--- config.mk ---
export PLATFORM = sky130hd
export DESIGN_NAME = backup_mode_bus_control
export DESIGN_NICKNAME = d
export VERILOG_FILES = /design/src/logic/bmbc_pkg.sv /design/src/logic/bmbc_switch_cond.sv /design/src/logic/backup_mode_bus_control.sv
export SDC_FILE = /design/constraint.sdc
export NUM_CORES = 1
export LEC_CHECK = 0
export BUFFER_PORTS_ARGS = -buffer_cell sky130_fd_sc_hd__clkbuf_2
export CAP_MARGIN = 20
export CORE_AREA = 3 3 40 42
export DETAILED_ROUTE_END_ITERATION = 7
export DIE_AREA = 0 0 43 45
export MAX_ROUTING_LAYER = met4
export PLACE_DENSITY = 0.44
export SKIP_LAST_GASP = 1
export SYNTH_ARGS = -nofsm -noshare
export SYNTH_HDL_FRONTEND = slang
export SYNTH_SLANG_ARGS = --single-unit
--- constraint.sdc ---
create_clock -name clk -period 1.2 [get_ports clk]
set_input_delay 0.3 -clock clk [delete_from_list [all_inputs] [get_ports clk]]
set_output_delay 0.3 -clock clk [all_outputs]
set_load 0.005 [all_outputs]
--- src/logic/bmbc_pkg.sv ---
// Package for the backup mode and bus control block
package bmbc_pkg;
	// Mode selection bit positions within the mode word
	localparam int MODE_SWITCH_BIT  = 0;
	localparam int MODE_INHIBIT_BIT = 1;
	// Reset values of the configuration bits (standard switchover, bus kept)
	localparam logic RST_SWITCHOVER_SELECT = 1'h0;
	localparam logic RST_BACKUP_BUS_INHIBIT = 1'h0;
	// Supply comparator results, all active high
	typedef struct packed {
		logic vddBelowTrip;   // Supply below trip_threshold
		logic vddBelowBat;    // Supply below battery voltage
	} bmbc_cmp_type;
	// Status outputs
	typedef struct packed {
		logic onBattery;      // Device running from battery
		logic busEnable;      // Serial interface usable
		logic nvmEnable;      // Non-volatile memory access allowed
	} bmbc_stat_type;
	// Power states
	typedef enum logic [0:0] {
		ST_MAIN,
		ST_BACKUP
	} bmbc_state_type;
endpackage

--- src/logic/bmbc_switch_cond.sv ---
// Switchover condition decoder for the backup mode and bus control block
`timescale 1ns/100ps
`default_nettype none
module bmbc_switch_cond
	import bmbc_pkg::*;
(
	input  wire bmbc_pkg::bmbc_cmp_type cmpIn,
	input  wire logic                   switchoverSelect,
	output logic                        dropToBattery
);
	// Standard: below lower of threshold or battery; legacy: below battery
	wire stdCond    = cmpIn.vddBelowTrip & cmpIn.vddBelowBat;
	wire legacyCond = cmpIn.vddBelowBat;
	assign dropToBattery = switchoverSelect ? legacyCond : stdCond;
endmodule
`default_nettype wire

--- src/logic/backup_mode_bus_control.sv ---
// Backup entry, bus inhibit and ungated alarm output drive for the real-time clock
`timescale 1ns/100ps
`default_nettype none
module backup_mode_bus_control
	import bmbc_pkg::*;
(
	input  wire logic                   clk,
	input  wire logic                   sys_rst,
	input  wire bmbc_pkg::bmbc_cmp_type cmpIn,
	input  wire logic                   cfgWrite,
	input  wire logic                   cfgSwitchoverSelect,
	input  wire logic                   cfgBackupBusInhibit,
	input  wire logic                   busSclIn,
	input  wire logic                   busSdaIn,
	input  wire logic                   busSdaDriveLow,
	input  wire logic                   alarmFreqDriveLow,
	output logic                        busSclCore,
	output logic                        busSdaCore,
	output logic                        busSdaOe_n,
	output logic                        alarm_freq_out_o,
	output logic                        alarm_freq_out_oe_n,
	output bmbc_pkg::bmbc_stat_type     status,
	output logic                        switchover_select,
	output logic                        backup_bus_inhibit
);
	import bmbc_pkg::*;

	// Configuration bits
	logic           switchoverSelect_ff;
	logic           busInhibit_ff;
	// Power state
	bmbc_state_type state_ff;
	bmbc_state_type nxt_state;
	// Registered status
	bmbc_stat_type  status_ff;
	// Combinational decode
	logic           dropToBattery;
	logic           busAllowed;
	logic           onBattery;

	// Configuration bits, loaded by the serial interface core
	// A write that arrives while the bus is cut comes from a dead bus,
	// so it is dropped rather than trusted
	always_ff @(posedge clk or posedge sys_rst)
	begin
		if (sys_rst)
		begin
			switchoverSelect_ff <= RST_SWITCHOVER_SELECT;
			busInhibit_ff       <= RST_BACKUP_BUS_INHIBIT;
		end
		else if (cfgWrite && busAllowed)
		begin
			switchoverSelect_ff <= cfgSwitchoverSelect;
			busInhibit_ff       <= cfgBackupBusInhibit;
		end
	end

	bmbc_switch_cond u_cond (
		.cmpIn            (cmpIn),
		.switchoverSelect (switchoverSelect_ff),
		.dropToBattery    (dropToBattery)
	);

	// Next power state from the chosen condition
	always_comb
	begin
		nxt_state = state_ff;
		case (state_ff)
			ST_MAIN:
			begin
				if (dropToBattery)
					nxt_state = ST_BACKUP;
			end
			ST_BACKUP:
			begin
				if (!dropToBattery)
					nxt_state = ST_MAIN;
			end
			default:
				nxt_state = ST_MAIN;
		endcase
	end

	// Power state register
	always_ff @(posedge clk or posedge sys_rst)
	begin
		if (sys_rst)
			state_ff <= ST_MAIN;
		else
			state_ff <= nxt_state;
	end

	assign onBattery = (state_ff == ST_BACKUP);
	// inhibit bit kills bus in backup
	assign busAllowed = !(onBattery && busInhibit_ff);

	// Status register; memory never usable on battery
	// One edge behind the state, so readers see a settled value
	always_ff @(posedge clk or posedge sys_rst)
	begin
		if (sys_rst)
			status_ff <= '0;
		else
		begin
			status_ff.onBattery <= onBattery;
			status_ff.busEnable <= busAllowed;
			status_ff.nvmEnable <= !onBattery;
		end
	end

	// Bus gating: inhibited bus sees idle high lines, never drives
	// Idle high keeps the serial core from seeing a false start
	assign busSclCore = busAllowed ? busSclIn : 1'h1;
	assign busSdaCore = busAllowed ? busSdaIn : 1'h1;
	assign busSdaOe_n = !(busAllowed && busSdaDriveLow);

	assign alarm_freq_out_o    = 1'h0;
	assign alarm_freq_out_oe_n = !alarmFreqDriveLow;

	assign status             = status_ff;
	assign switchover_select  = switchoverSelect_ff;
	assign backup_bus_inhibit = busInhibit_ff;
endmodule
`default_nettype wire

# Word-level counts from Yosys, hierarchy flattened
# Index checks and enable logic that the tools add are counted.
# classes
reduce_logical	7
n_bitwise	1
mux	4
eq_ne	0
mul	0
n_addsub	0
div_mod_pow	0
order_cmp	0
shift	0
# ops
operator	n
$logic_not 1->1	4
$mux 1	4
$logic_and 1x1->1	3
$and 1x1->1	1
# word_totals
rom_bits	0
out_inout_bits	10
ff_bits	6
ramBits	0
wordCells	18
latch_bits	0
in_bits	11
mem_count	0

# Depth between registers and ports, before layout
# depth
word_depth	4
depth_mapped	2
depth_no_buf	2

# By module
# From an unflattened synthesis, not the netlist that was laid out.
# unflattened
cells_unflattened	20
hier_area_um2	242.7
# by_module_without_submodules
mod	n_inst	seq_area_each_um2	cells_per_inst	area_per_inst_um2
backup_mode_bus_control	1	150.1	19	235.2
bmbc_switch_cond	1	0.0	1	7.5

# Least setup slack after synthesis
# Ideal clock, no wire load.
# synth_timing
path_kind	register to register
startpoint	register state_ff (netlist: onBattery)
endpoint	register switchoverSelect_ff (netlist: switchover_select)
slack_ns	0.234
path_stages_with_launch	3
path_buffers	0
period_less_slack_ns	0.966
setup_time_ns	0.125
required_time_ns	1.075
arrival_time_ns	0.841
cell_sequence	dfrtp_1 > a21boi_2 > mux2_4
# synth_via
elab_chain_len	3
# synth_rtl
element	line_no	source
from (decl)	backup_mode_bus_control.sv:32	bmbc_state_type state_ff;
from (signal assigned)	backup_mode_bus_control.sv:90	state_ff <= nxt_state;
$logic_and 1x1->1	backup_mode_bus_control.sv:95	assign busAllowed = !(onBattery && busInhibit_ff);
$logic_not 1->1	backup_mode_bus_control.sv:95	
$logic_and 1x1->1	backup_mode_bus_control.sv:51	else if (cfgWrite && busAllowed)
to (signal assigned)	backup_mode_bus_control.sv:53	switchoverSelect_ff <= cfgSwitchoverSelect;
to (decl)	backup_mode_bus_control.sv:29	logic switchoverSelect_ff;
# Every way passes these cells.
# A chain may end at the register's enable or synchronous reset.

# Final worst setup path
# layout_timing
startpoint	register busInhibit_ff (netlist: backup_bus_inhibit)
endpoint	output busSclCore
# layout_via
elab_chain_len	2
# layout_rtl
element	line_no	source
from (decl)	backup_mode_bus_control.sv:30	logic busInhibit_ff;
from (signal assigned)	backup_mode_bus_control.sv:54	busInhibit_ff <= cfgBackupBusInhibit;
$logic_and 1x1->1	backup_mode_bus_control.sv:95	
$mux 1	backup_mode_bus_control.sv:113	assign busSclCore = busAllowed ? busSclIn : 1'h1;
to (decl)	backup_mode_bus_control.sv:17	output logic busSclCore,
# Every way passes these cells.

==> impl_results.md <==
- Outcome: finished clean
- # clock sinks: 6
- Primary FF master, synth: dfrtp_1
- Layout area overhead: 64.43%
- Type of the worst setup path: reg -> out
- Detail Placement HPWL: 396.4 um
- Register area: 150.1 sq um
- Origin of the worst setup path: backup_bus_inhibit
- Hold Path Stages: 2
- Top post-synthesis cells by area: dfrtp_1 62%, nand2b_1 7.7%, mux2_4 6.2%
- N_diodes: 0
- Die height: 45 um
- Post-synthesis net count: 31
- Clock power frac: 34.8%
- Synthesized cell area: 242.7 sq um
- Worst hold start: cmpIn[0]
- Peak supply drop: 0.4019 mV
- Pre-antenna DRT Iters: 2
- Seq/Total Area, Yosys: 61.86%
- Number of synthesis warnings: 0
- Clk slew on worst S/H paths: 0.05 ns
- Share of layout cells above drive strength 1: 63.64%
- Sequential Power Share: 45.3%
- Cell Int Power: 400.1 uW
- I/O Pins: 21
- Combinational share of power: 19.9%
- Final Power: 521.6 uW
- Vias per std cell: 3.661
- H-tree Lvls: 1
- Num CTS Buffers: 3
- Chip width: 43 um
- PD cells: 1307 nW/um^2
- Req. time, crit path: 0.90 ns
- 1st-iter DRT viols: 1
- Gr usage total: 6.234%
- DRT Wirelength: 511 um
- Number of fill cells in the layout: 146
- Worst-case clock buffer depth: 2
- Core Rows: 13
- Drt wl/cell: 8.661 um
- Post-Syn Area per Cell: 12.14 sq um
- Pre-CTS setup slack: 0.1659 ns
- Worst Slack Setup Final: 0.02281 ns
- Setup crit end kind: primary output
- Max Fclk: 849.5 MHz
- Yosys top cell by area: dfrtp_1
- Die area: 1935 sq um
- Multi-input gate area: 76.32 sq um
- Final hold vios: 0
- Placed Instances: 53
- Largest net degree at the start of global routing: 7
- Placer Congestion: 0.5904
- Hold Path Class: in -> reg
- Clock latency on the worst-skew pair: 0.24 ns
- First-pass GRT wire length: 724 um
- Area share of the largest cell type after synthesis: 61.86%
- Arrival @ worst endpoint: 0.88 ns
- Number of synthesized register bits: 6
- Crit path max fanout: 4
- # setup viols final: 0
- Grt ovf: 0
- Core Footprint: 1285 sq um
- Hold endpoint: onBattery
- Ys async rst share: 100.0%
- Yosys cell types: 10
- Switching part of the total: 23.29%
- Most common cell in the synthesized netlist: dfrtp_1
- Slew Viols, Final: 0
- Port bufs: 19
- Initial Util: 18.89%
- RSZ-0062 raised after global routing: yes
- Final net count: 57
- DRT antenna net count: 0
- Period utilization: 98.10%
- R2R Path Start: onBattery
- Worst Reg-to-Reg Cells: 3
- Initial antenna violation count: 0
- CTS tree: built
- Maxcap violations: 0
- DR vias: 216
- Clk root buf: clkbuf_4
- CP Launch Type: flip-flop
- Setup Skew: 0.002527 ns
- Final non-filler cell total: 59
- NetSw: 121.5 uW
- EDFF count, synth: 0
- P_leak: 0.0002255 uW
- Syn Inst Count: 20
- Fin crit period: 1.177 ns
- R2r endpoint: switchover_select
- Finished Core Util: 31.06%
- Most instantiated cells after synthesis: 6 x dfrtp_1, 3 x inv_1, 3 x nand2b_1
- Vias in the first global route: 193
- Reg2reg setup slack: 0.11 ns
- DRC viols: 0
[routing by layer]
metal	wire (um)	GRT usage [%]	vias up
li1	-	-	107
met1	188	4.455	96
met2	256	8.683	11
met3	46	2.789	2
met4	19	10.84	0
met5	0	-	-
[power groups by stage]
stage	sequential, uW	clock (uW)	combinational [uW]
after detailed placement	244	0	85.4
final	236	182	104
after global placement	244	0	85.6
after CTS	236	193	106
after floorplan	243	0	38.1
after global routing	238	198	116
[cell usage in the layout (no fill, tap or decap)]
master / n
conb_1: 1
clkbuf_4: 3
nand2_2: 1
dlygate4sd3_1: 1
a22o_2: 1
buf_4: 2
dfrtp_1: 6
nand2_1: 1
a21boi_2: 1
o21a_1: 1
mux2_4: 1
nand2b_1: 3
inv_1: 3
clkbuf_2: 19
[worst max-delay path by stage]
stage,endpoint,cells past startpoint
final,busSclCore,3
after global routing,busSclCore,3
after CTS,busSclCore,3
after detailed placement,busSclCore,3
after global placement,busSclCore,3
after floorplan,switchover_select,2
[layout make-up]
cell class | instances | area share [%]
clock buffers | 3 | 5.643
inverters | 3 | 2.821
flip-flops and latches | 6 | 37.62
repair buffers | 22 | 30.09
multi-input cells | 10 | 19.12
well taps | 15 | 4.702
[state kept, by name, indices dropped and copies added (netlist names)]
signal	count
status	3
backup_bus_inhibit	1
onBattery	1
switchover_select	1
[repair_timing]
action	4_1_cts	5_1_grt
resized for setup	1	0
setup endpoints to repair	3	4
setup buffers	2	0
hold endpoints to repair	6	0
pin swaps	1	0
hold buffers	1	0
[worst max-delay path, cell delays in order, from the launching register on]
cell,delay [ns]
dfrtp_1,0.38
nand2_2,0.10
nand2b_1,0.06
clkbuf_2,0.11
[through the flow]
step	cell area, sq um	hold WS (ns)	setup TNS (ns)
detailed placement	349.1	0.2010	0
CTS	399.1	0.2628	0
global placement	349.1	0.2004	0
global route	399.1	0.2696	-0.08065
floorplan	242.7	0.09096	0
finish	399.1	0.2730	0
[logic make-up (layout without fill, tap and decap cells)]
logic type | Yosys count | in the layout | synth area share [%]
multiplexers | 1 | 1 | 6.184
AO/OA/AOI/OAI | 3 | 3 | 11.86
buffers and inverters | 4 | 28 | 7.733
other | 1 | 1 | 1.545
flip-flops | 6 | 6 | 61.85
AND/OR/NAND/NOR | 5 | 5 | 10.83
Power figures use the tool's default switching activity.
